### src/inc/twrs_cfg.svh
// Timing counts, bus address and bit positions of the two-wire master.
`ifndef TWRS_CFG_SVH
`define TWRS_CFG_SVH

`define TWRS_CLK_PERIOD_NS 5
`define TWRS_SCL_PERIOD_NS 2500
`define TWRS_QTR_CYC ((`TWRS_SCL_PERIOD_NS + 4 * `TWRS_CLK_PERIOD_NS - 1) / (4 * `TWRS_CLK_PERIOD_NS))
`define TWRS_TARGET_ADDR 7'h36
`define TWRS_DIR_WRITE 1'b0
`define TWRS_DIR_READ 1'b1
`define TWRS_ACK_BIT 4'h8
`define TWRS_MSB 7

`endif

### src/inc/twrs_pkg.sv
// Types shared by the two-wire master and its users.
package twrs_pkg;
	typedef enum logic [1:0] {
		TWRS_PROBE = 2'h0,
		TWRS_WRITE = 2'h1,
		TWRS_READ = 2'h2
	} twrs_kind_t;

	typedef struct packed {
		twrs_kind_t kind;
		logic [7:0] memory_pointer_byte;
		logic [7:0] count;
	} twrs_cmd_t;

	typedef enum logic [3:0] {
		TWRS_ST_IDLE = 4'h1,
		TWRS_ST_START = 4'h2,
		TWRS_ST_BIT = 4'h4,
		TWRS_ST_STOP = 4'h8
	} twrs_state_t;

	typedef enum logic [4:0] {
		TWRS_R_ADDRW = 5'h01,
		TWRS_R_MEMORY_POINTER_BYTE = 5'h02,
		TWRS_R_WDATA = 5'h04,
		TWRS_R_ADDRR = 5'h08,
		TWRS_R_RDATA = 5'h10
	} twrs_role_t;
endpackage

### src/rtl/twrs_master.sv
// Two-wire bus master that writes, reads and probes the register slave.
// How it works
// - One bit per clock; data is held steady while the clock is high.
// - Start is data falling with clock high; stop is data rising with clock high.
// - A repeated start replaces stop plus start between write and read portions.
// - Bus is idle with both lines high; a stop always returns it there.
// - Acknowledge means data held low across the ninth clock pulse.
// - Refusal means data released across the acknowledge clock pulse.
// - Master watches acknowledges and reports a failed transfer so it can be retried.
// - Bytes go most significant bit first, acknowledge right after the last bit.
// - Direction bit 0 means write, 1 means read.
// - Start, address and direction alone form a presence check.
// - Every byte but the last one read is acknowledged by its receiver before the next byte.
// - A write sends address, one memory pointer byte, then data bytes.
// - A read writes the pointer, repeats start, then the slave drives data.
// - Master ends a read by refusing the last byte wanted.
// - Master ends a write with stop after the last data acknowledge.
`timescale 1ns/1ps
`include "twrs_cfg.svh"

module twrs_master
	import twrs_pkg::*;
(
	input wire logic clock, // System clock.
	input wire logic rst_b, // Synchronous reset.
	input wire twrs_cmd_t cmd, // Transaction request.
	input wire logic cmd_valid, // Request present.
	output logic cmd_ready, // Master idle, request taken.
	input wire logic [7:0] wr_data, // Next byte to write.
	input wire logic wr_valid, // Write byte present.
	output logic wr_ready, // Write byte taken.
	output logic [7:0] rd_data, // Byte read back.
	output logic rd_valid, // Read byte pulse.
	output logic done, // Transaction finished pulse.
	output logic nack, // Last transaction was refused.
	input wire logic scl_i, // Clock line level.
	output logic scl_o, // Clock line drive value.
	output logic scl_oe_b, // Clock line pulled low when low.
	input wire logic sda_i, // Data line level.
	output logic sda_o, // Data line drive value.
	output logic sda_oe_b // Data line pulled low when low.
);
	localparam logic [7:0] QTR_LAST = 8'(`TWRS_QTR_CYC - 1);

	twrs_state_t state_reg;
	twrs_role_t role_reg;
	twrs_cmd_t cmd_reg;
	logic [1:0] phase_reg;
	logic [3:0] bit_reg;
	logic [7:0] shift_reg, remain_reg, cnt_reg, rd_data_reg;
	logic pend_reg, ack_bad_reg, nack_reg, done_reg, rd_valid_reg;
	logic scl_meta_reg, scl_s_reg, sda_meta_reg, sda_s_reg;
	logic scl_low_reg, sda_low_reg, scl_low_next, sda_low_next;
	logic tick, stall, adv, tx, last;

	// Pin levels cross into the clock domain before anything looks at them.
	always_ff @(posedge clock) begin
		if (!rst_b) begin
			scl_meta_reg <= 1'b1;
			scl_s_reg <= 1'b1;
			sda_meta_reg <= 1'b1;
			sda_s_reg <= 1'b1;
		end else begin
			scl_meta_reg <= scl_i;
			scl_s_reg <= scl_meta_reg;
			sda_meta_reg <= sda_i;
			sda_s_reg <= sda_meta_reg;
		end
	end

	assign tick = (cnt_reg == QTR_LAST);
	// A slave holding the clock low stretches the low phase until it lets go.
	assign stall = (phase_reg == 2'h1 && !scl_s_reg) || (state_reg == TWRS_ST_BIT && pend_reg);
	assign adv = tick && !stall && state_reg != TWRS_ST_IDLE;
	assign tx = (role_reg != TWRS_R_RDATA);
	assign last = (remain_reg == 8'h01);
	assign cmd_ready = (state_reg == TWRS_ST_IDLE);
	assign wr_ready = (state_reg == TWRS_ST_BIT) && pend_reg;

	always_ff @(posedge clock) begin
		if (!rst_b || state_reg == TWRS_ST_IDLE || tick) begin
			cnt_reg <= 8'h00;
		end else begin
			cnt_reg <= cnt_reg + 8'h01;
		end
	end

	always_ff @(posedge clock) begin
		if (!rst_b) begin
			state_reg <= TWRS_ST_IDLE;
			role_reg <= TWRS_R_ADDRW;
			cmd_reg <= '0;
			phase_reg <= 2'h0;
			bit_reg <= 4'h0;
			shift_reg <= 8'h00;
			remain_reg <= 8'h00;
			pend_reg <= 1'b0;
			ack_bad_reg <= 1'b0;
			nack_reg <= 1'b0;
			done_reg <= 1'b0;
			rd_valid_reg <= 1'b0;
			rd_data_reg <= 8'h00;
		end else begin
			done_reg <= 1'b0;
			rd_valid_reg <= 1'b0;
			if (wr_ready && wr_valid) begin
				shift_reg <= wr_data;
				pend_reg <= 1'b0;
			end
			if (adv) begin
				phase_reg <= phase_reg + 2'h1;
			end
			unique case (state_reg)
				TWRS_ST_IDLE: begin
					phase_reg <= 2'h0;
					if (cmd_valid) begin
						cmd_reg <= cmd;
						remain_reg <= cmd.count;
						nack_reg <= 1'b0;
						role_reg <= TWRS_R_ADDRW;
						shift_reg <= {`TWRS_TARGET_ADDR, `TWRS_DIR_WRITE};
						state_reg <= TWRS_ST_START;
					end
				end
				TWRS_ST_START: begin
					if (adv && phase_reg == 2'h3) begin
						bit_reg <= 4'h0;
						state_reg <= TWRS_ST_BIT;
					end
				end
				TWRS_ST_BIT: begin
					if (adv && phase_reg == 2'h2) begin
						if (bit_reg != `TWRS_ACK_BIT && !tx) begin
							shift_reg <= {shift_reg[6:0], sda_s_reg};
						end
						if (bit_reg == `TWRS_ACK_BIT && tx) begin
							ack_bad_reg <= sda_s_reg;
						end
					end
					if (adv && phase_reg == 2'h3 && bit_reg != `TWRS_ACK_BIT) begin
						bit_reg <= bit_reg + 4'h1;
						if (tx) begin
							shift_reg <= {shift_reg[6:0], 1'b0};
						end
					end
					if (adv && phase_reg == 2'h3 && bit_reg == `TWRS_ACK_BIT) begin
						bit_reg <= 4'h0;
						if (tx && ack_bad_reg) begin
							nack_reg <= 1'b1;
							state_reg <= TWRS_ST_STOP;
						end else begin
							unique case (role_reg)
								TWRS_R_ADDRW: begin
									if (cmd_reg.kind == TWRS_PROBE) begin
										state_reg <= TWRS_ST_STOP;
									end else begin
										role_reg <= TWRS_R_MEMORY_POINTER_BYTE;
										shift_reg <= cmd_reg.memory_pointer_byte;
									end
								end
								TWRS_R_MEMORY_POINTER_BYTE: begin
									if (cmd_reg.kind == TWRS_READ) begin
										role_reg <= TWRS_R_ADDRR;
										shift_reg <= {`TWRS_TARGET_ADDR, `TWRS_DIR_READ};
										state_reg <= TWRS_ST_START;
									end else begin
										role_reg <= TWRS_R_WDATA;
										pend_reg <= 1'b1;
									end
								end
								TWRS_R_WDATA: begin
									remain_reg <= remain_reg - 8'h01;
									if (last) begin
										state_reg <= TWRS_ST_STOP;
									end else begin
										pend_reg <= 1'b1;
									end
								end
								TWRS_R_ADDRR: begin
									role_reg <= TWRS_R_RDATA;
								end
								TWRS_R_RDATA: begin
									rd_data_reg <= shift_reg;
									rd_valid_reg <= 1'b1;
									remain_reg <= remain_reg - 8'h01;
									if (last) begin
										state_reg <= TWRS_ST_STOP;
									end
								end
							endcase
						end
					end
				end
				TWRS_ST_STOP: begin
					if (adv && phase_reg == 2'h3) begin
						done_reg <= 1'b1;
						state_reg <= TWRS_ST_IDLE;
					end
				end
				default: begin
					state_reg <= TWRS_ST_IDLE;
				end
			endcase
		end
	end

	// Phases of a bit: 0 clock low, 1 clock released, 2 clock high, 3 clock low.
	always_comb begin
		scl_low_next = 1'b0;
		sda_low_next = 1'b0;
		unique case (state_reg)
			TWRS_ST_IDLE: begin
				scl_low_next = 1'b0;
			end
			TWRS_ST_START: begin
				scl_low_next = phase_reg == 2'h3 || (phase_reg == 2'h0 && role_reg == TWRS_R_ADDRR);
				sda_low_next = phase_reg[1];
			end
			TWRS_ST_STOP: begin
				scl_low_next = (phase_reg == 2'h0);
				sda_low_next = !phase_reg[1];
			end
			TWRS_ST_BIT: begin
				scl_low_next = (phase_reg == 2'h0 || phase_reg == 2'h3) || pend_reg;
				if (bit_reg != `TWRS_ACK_BIT) begin
					sda_low_next = tx && !shift_reg[`TWRS_MSB];
				end else begin
					sda_low_next = (role_reg == TWRS_R_RDATA) && !last;
				end
			end
			default: begin
				scl_low_next = 1'b0;
			end
		endcase
	end

	always_ff @(posedge clock) begin
		if (!rst_b) begin
			scl_low_reg <= 1'b0;
			sda_low_reg <= 1'b0;
		end else begin
			scl_low_reg <= scl_low_next;
			sda_low_reg <= sda_low_next;
		end
	end

	assign scl_o = 1'b0;
	assign sda_o = 1'b0;
	assign scl_oe_b = !scl_low_reg;
	assign sda_oe_b = !sda_low_reg;
	assign nack = nack_reg;
	assign done = done_reg;
	assign rd_valid = rd_valid_reg;
	assign rd_data = rd_data_reg;

	a_idle_lines_free: assert property (@(posedge clock) disable iff (!rst_b)
		(state_reg == TWRS_ST_IDLE) |=> (scl_oe_b && sda_oe_b))
		else $error("bus lines not released while idle");
	a_data_steady_high: assert property (@(posedge clock) disable iff (!rst_b)
		(state_reg == TWRS_ST_BIT && phase_reg == 2'h2 && $past(phase_reg) == 2'h2)
		|=> $stable(sda_oe_b))
		else $error("data line moved while clock high");
	a_start_fall: assert property (@(posedge clock) disable iff (!rst_b)
		(state_reg == TWRS_ST_START && phase_reg == 2'h2) |=> (!sda_oe_b && scl_oe_b))
		else $error("start condition not formed with clock high");
	a_stop_rise: assert property (@(posedge clock) disable iff (!rst_b)
		(state_reg == TWRS_ST_STOP && phase_reg == 2'h2) |=> (sda_oe_b && scl_oe_b))
		else $error("stop condition not formed with clock high");
	a_master_ack: assert property (@(posedge clock) disable iff (!rst_b)
		(state_reg == TWRS_ST_BIT && bit_reg == `TWRS_ACK_BIT && role_reg == TWRS_R_RDATA
		&& !last && phase_reg == 2'h1) |=> !sda_oe_b)
		else $error("master did not acknowledge a read byte");
	a_last_refused: assert property (@(posedge clock) disable iff (!rst_b)
		(state_reg == TWRS_ST_BIT && bit_reg == `TWRS_ACK_BIT && role_reg == TWRS_R_RDATA
		&& last && phase_reg == 2'h1) |=> sda_oe_b)
		else $error("master acknowledged the last read byte");
	a_read_released: assert property (@(posedge clock) disable iff (!rst_b)
		(state_reg == TWRS_ST_BIT && role_reg == TWRS_R_RDATA && bit_reg != `TWRS_ACK_BIT
		&& phase_reg != 2'h3) |=> sda_oe_b)
		else $error("master drove data while the slave returns it");
	a_refusal_stops: assert property (@(posedge clock) disable iff (!rst_b)
		(state_reg == TWRS_ST_BIT && adv && phase_reg == 2'h3 && bit_reg == `TWRS_ACK_BIT
		&& tx && ack_bad_reg) |=> (state_reg == TWRS_ST_STOP && nack_reg))
		else $error("refused byte not followed by stop");
	a_target_first: assert property (@(posedge clock) disable iff (!rst_b)
		(state_reg == TWRS_ST_IDLE && cmd_valid) |=> (shift_reg[7:1] == `TWRS_TARGET_ADDR))
		else $error("wrong target address loaded");
endmodule // twrs_master
### config.mk
export PLATFORM = sky130hd
export DESIGN_NAME = twrs_master
export DESIGN_NICKNAME = d
export VERILOG_FILES = /design/src/inc/twrs_pkg.sv /design/src/rtl/twrs_master.sv
export VERILOG_INCLUDE_DIRS = /design/src /design/src/inc
export SDC_FILE = /design/constraint.sdc
export NUM_CORES = 1
export LEC_CHECK = 0
export BUFFER_PORTS_ARGS = -buffer_cell sky130_fd_sc_hd__buf_2
export CAP_MARGIN = 5
export CORE_UTILIZATION = 36
export CTS_CLUSTER_SIZE = 30
export DETAILED_ROUTE_END_ITERATION = 8
export SLEW_MARGIN = 20
export SYNTH_ARGS = -nofsm -noshare
export SYNTH_HDL_FRONTEND = slang
export SYNTH_SLANG_ARGS = --single-unit
### constraint.sdc
create_clock -name clock -period 6.39 [get_ports clock]
set_input_delay 0.639 -clock clock [delete_from_list [all_inputs] [get_ports clock]]
set_output_delay 0.639 -clock clock [all_outputs]
set_load 0.02 [all_outputs]
==> metrics.yaml, run 1 <==
start_util_pct: 37.6
cts_resized: 0
drtAntennaViolNets: 0
gp_congestion: 0.870
clockRootBuffer: "clkbuf_8"
yosysWarnings: 0
clk_pin_slew_ns: 0.08
fmax_mhz: 353
coreArea_um2: 9860
finalWirelength_mm: 9.79
setup_viol: 0
grt_max_degree: 26
synthFlopType: "dfxtp_1"
die_x_um: 104
async_reset_ff_share_pct: 0
hold_viol: 0
synthCells: 445
vias_per_cell: 5.40
cp-end-kind: "flop"
grt_pass1_wl_mm: 16.5
track_usage_pct: 19.3
cts_buffers: 9
first_pass_iters: 4
clock-sinks: 68
fin_hold_ws_ns: 0.422
cts_tree: "done"
drc: 0
grt-ovfl-total: 0
htreeDepth: 3
min_period_ns: 2.83
ir_drop_v: 0.000105
io_pins: 49
synth_edf_count: 0
hpwl_mm: 7.19
wl_per_cell_um: 15.7
die_area_um2: 10700
maxSlewHeadroom_pct: 34.1
seq_area_frac_synth_pct: 36.7
layout-drive-gt1-share_pct: 17.5
port_buffers: 46
tightest_slew_ns: 0.976
ys_seq_elements: 68
cp_max_fo: 6
clock_skew_ns: 0.0100
largest_register_ffs: 10
drv_cap: 0
dr.first_iter.drc_count: 275
startpoint_type: "flop"
layout_common_cells: "dfxtp_1 (68), nand2_1 (57), buf_2 (46)"
layout_commonest_cell: "dfxtp_1"
cp.arrival_ns: 3.12
hp-class: "flop to flop"
synthToLayoutAreaGrowth_pct: 15.2
grt_pass1_vias: 3220
synth_cell_types: 69
fin_nets: 529
antenna_found_initial: 0
p_per_area_nw_per_um2: 260
die_h_um: 104
antenna_cells: 0
cts_setup_buffers: 0
num_rows: 36
insertion_delay_ns: 0.35
p_leak_nw: 1.72
fin_crit_sh_pct: 44.3
synthesis.area_um2: 3710
crit_type: "flop to flop"
fin_tns_setup_ns: 0
vias: 3372
final_max_slew_viol_count: 0
cts_hold_buf: 0
status: "completed"
synth_area_per_cell_um2: 8.34
clockBufferDepth: 2
crit_required_ns: 6.68
grt_setup_unrepaired: "no"
-- routing by layer --
metal  global-route usage (%)  vias up  part of all wire (%)
met5                        0        -                     0
met4                     5.49        0                   1.1
met3                     4.22       10                   4.9
met2                     31.2       83                    47
met1                     25.7     1596                    47
li1                         -     1683                     -
-- cell usage after synthesis, types with 2 or more instances --
master	number	area, µm²
a211o_1	4	35.0
a211oi_1	7	52.6
a21o_1	2	15.0
a21oi_1	37	185
a22o_1	6	52.6
a22oi_1	2	15.0
a31o_2	2	17.5
a31oi_1	4	25.0
and3_1	2	12.5
and4_2	2	20.0
buf_2	2	10.0
buf_4	5	37.5
clkbuf_1	11	41.3
dfxtp_1	68	1360
ha_1	10	125
inv_1	18	67.6
mux2_2	4	45.0
mux2i_1	18	180
nand2_1	57	214
nand2b_1	11	68.8
nand3_1	11	55.1
nand3_2	2	20.0
nand3b_1	3	22.5
nand4_1	7	43.8
nor2_1	44	165
nor2b_1	9	56.3
nor3_1	15	75.1
nor4_1	5	31.3
o21a_1	4	30.0
o21ai_0	11	55.1
o21bai_1	2	15.0
o311a_1	3	30.0
o31a_1	2	17.5
o31ai_1	5	37.5
o41ai_1	3	26.3
or3_1	2	12.5
or4_1	4	30.0
or4b_1	2	20.0
xnor2_1	6	52.6
xor2_1	4	35.0
-- worst paths after layout --
check | cells past startpoint | to | slack (ns) | start
worst min-delay path | 1 | sda_s_reg | 0.42 | sda_meta_reg
worst max-delay path | 8 | state_reg[3] | 3.56 | cnt_reg[0]
worst min register to register | 1 | sda_s_reg | 0.42 | sda_meta_reg
worst max register to register | 8 | state_reg[3] | 3.56 | cnt_reg[0]
-- layout make-up --
| class | count | area (µm²) |
|---|---|---|
| tap | 133 | 166 |
| multi-input combinational | 341 | 2200 |
| clock inverter | 5 | 85.1 |
| fill | 994 | 5590 |
| clock buffer | 11 | 141 |
| timing repair buffer | 49 | 253 |
| sequential | 68 | 1360 |
| inverter | 18 | 67.6 |
-- cell families after synthesis --
kind of cell             synth area share, %
buffers and inverters                   4.32
flip-flops                              36.7
other                                  0.101
AND/OR/NAND/NOR                         26.3
adder cells (fa/ha/maj)                 3.37
AO/OA/AOI/OAI                           20.8
multiplexers                            6.07
XOR/XNOR                                2.36
-- report_power, final --
group	internal, W	switching, W
Sequential	0.000455	0.0000419
Clock	0.000232	0.000175
Combinational	0.0000783	0.000128
Total	0.000765	0.000345
-- through the flow --
step / utilization [%] / setup WS, ns / cell area (µm²) / total power (W) / instances
floorplan: - / 4.22 / 3710 / 0.000653 / 446
global placement: 41.0 / 3.61 / 4050 / 0.000710 / 609
detailed placement: 41.0 / 3.56 / 4050 / 0.000712 / 609
CTS: 43.3 / 3.55 / 4270 / 0.00112 / 625
global route: 43.3 / 3.25 / 4270 / 0.00117 / 625
finish: 43.3 / 3.56 / 4270 / 0.00111 / 625
-- worst max-delay path: stages, from the launching register on --
cell and delay [ns]:
dfxtp_1 0.36, inv_1 0.07, ha_1 0.13, nor2b_1 0.27, nand3_1 0.23, o41ai_1 0.90
a21bo_2 0.35, nor3b_2 0.24, mux2i_1 0.20
(Power assumes the default switching activity.)
==> run 2: changes to the inputs <==
==> constraint.sdc (replaced) <==
create_clock -name clock -period 2.9 [get_ports clock]
set_input_delay 0.29 -clock clock [delete_from_list [all_inputs] [get_ports clock]]
set_output_delay 0.29 -clock clock [all_outputs]
set_load 0.02 [all_outputs]
==> metrics.yaml, run 2 (synthesized netlist as in run 1, its figures left out) <==
status: "completed"  # unchanged
layout_commonest_cell: "dfxtp_1"  # unchanged
drtAntennaViolNets: 0  # unchanged
first_pass_iters: 5  # was 4
track_usage_pct: 19.5  # was 19.3%
wl_per_cell_um: 15.7  # about the same
antenna_found_initial: 0  # unchanged
gp_congestion: 0.920  # was 0.870
final_max_slew_viol_count: 0  # unchanged
drc: 0  # unchanged
fmax_mhz: 393  # was 353 MHz
clockRootBuffer: "clkbuf_8"  # unchanged
startpoint_type: "flop"  # unchanged
die_x_um: 104  # unchanged
num_rows: 36  # unchanged
tightest_slew_ns: 0.744  # was 0.976 ns
htreeDepth: 3  # unchanged
cp_max_fo: 12  # was 6
grt_pass1_vias: 3246  # was 3,220
cts_buffers: 9  # unchanged
clockBufferDepth: 2  # unchanged
drv_cap: 0  # unchanged
cts_tree: "done"  # unchanged
hold_viol: 0  # unchanged
fin_area_um2: 4280  # was 4270 µm²
die_area_um2: 10700  # unchanged
largest_register_ffs: 10  # unchanged
dr_wl_met2_mm: 4.27  # was 4.58 mm
start_util_pct: 37.6  # unchanged
vias: 3476  # was 3,372
cp.arrival_ns: 2.76  # was 3.12 ns
dr.max_layer_used: "met4"  # unchanged
setup_viol: 0  # unchanged
hp-class: "primary input to flop"  # was flop to flop
clk_pin_slew_ns: 0.08  # about the same
dr.first_iter.drc_count: 245  # was 275
grt_pass1_wl_mm: 16.5  # about the same
min_period_ns: 2.54  # was 2.83 ns
timing.final.ws_setup_ns: 0.357  # was 3.56 ns
fin_nets: 537  # was 529
grt-ovfl-total: 0  # unchanged
insertion_delay_ns: 0.35  # about the same
antenna_cells: 0  # unchanged
clock_skew_ns: 0.0118  # was 0.0100 ns
p_per_area_nw_per_um2: 525  # was 260 nW/µm²
cts_hold_buf: 0  # unchanged
fin_tns_setup_ns: 0  # unchanged
hpwl_mm: 7.51  # was 7.19 mm
dpl_worst_slack_ns: 0.386  # was 3.56 ns
clock-sinks: 68  # unchanged
placed_cell_area_um2: 4110  # was 4050 µm²
vias_per_cell: 5.49  # was 5.40
layout_common_cells: "dfxtp_1 (68), nand2_1 (57), buf_2 (46)"  # unchanged
finalWirelength_mm: 9.94  # was 9.79 mm
grt_setup_unrepaired: "no"  # unchanged
crit_required_ns: 3.11  # was 6.68 ns
maxSlewHeadroom_pct: 50.2  # was 34.1%
coreArea_um2: 9860  # unchanged
layout-drive-gt1-share_pct: 18.6  # was 17.5%
crit_type: "flop to flop"  # unchanged
cts_setup_buffers: 0  # unchanged
grt_max_degree: 22  # was 26
cp-end-kind: "flop"  # unchanged
wl_met3_um: 727  # was 480 µm
die_h_um: 104  # unchanged
p_leak_nw: 1.73  # was 1.72 nW
port_buffers: 46  # unchanged
fin_crit_sh_pct: 87.7  # was 44.3%
io_pins: 49  # unchanged
ir_drop_v: 0.000268  # was 0.000105 V
fin_hold_ws_ns: 0.121  # was 0.422 ns
synthToLayoutAreaGrowth_pct: 15.3  # was 15.2%
met1_length_mm: 4.72  # was 4.62 mm
cts_resized: 0  # unchanged
[run 2: cell types whose count changed in the layout (fill, tap and decap cells not counted), sizes merged]
cell | previous run | this run
buf | 49 | 57
bufinv | 2 | 0
clkbuf | 11 | 12
clkinvlp | 1 | 2
[run 2: worst paths after layout]
path | startpoint | end | slack (ns) | cells after the start
max | state_reg[2] | rd_data[4] | 0.36 | 5
min | scl_i | scl_meta_reg | 0.12 | 2
max reg2reg | state_reg[2] | rd_data[4] | 0.36 | 5
min reg2reg | sda_meta_reg | sda_s_reg | 0.43 | 1
[run 2: layout make-up]
class	count	area, µm²
inverters	18	67.6
clock inverters	4	25.0
fillers	996	5590
repair buffers	57	313
multi-input cells	341	2200
flip-flops and latches	68	1360
well taps	133	166
clock buffers	12	145
[run 2: critical path, cell delays in order, from the launching register on]
cell,delay (ns)
dfxtp_1,0.62
or4b_1,0.66
nor4_1,0.49
nand3_2,0.33
mux2i_1,0.24
nor2_1,0.05
[run 2: power breakdown]
part	switching (W)	internal, W	leakage (nW)
clock network	0.000364	0.000331	0.0824
registers	0.0000913	0.00100	0.553
logic	0.000278	0.000178	1.10
total	0.000733	0.00151	1.73
[run 2: through the flow]
stage | power, W | util [%] | cells
global route | 0.00239 | 43.4 | 633
finish | 0.00225 | 43.4 | 633
global placement | 0.00156 | 41.6 | 617
floorplan | 0.00144 | - | 446
CTS | 0.00227 | 43.4 | 633
detailed placement | 0.00157 | 41.6 | 617
[run 2: per-layer routing]
metal | vias to the layer above | global-route usage (%)
li1 | 1713 | -
met1 | 1608 | 26.8
met2 | 128 | 28.7
met3 | 27 | 5.48
met4 | 0 | 7.76
met5 | - | 0
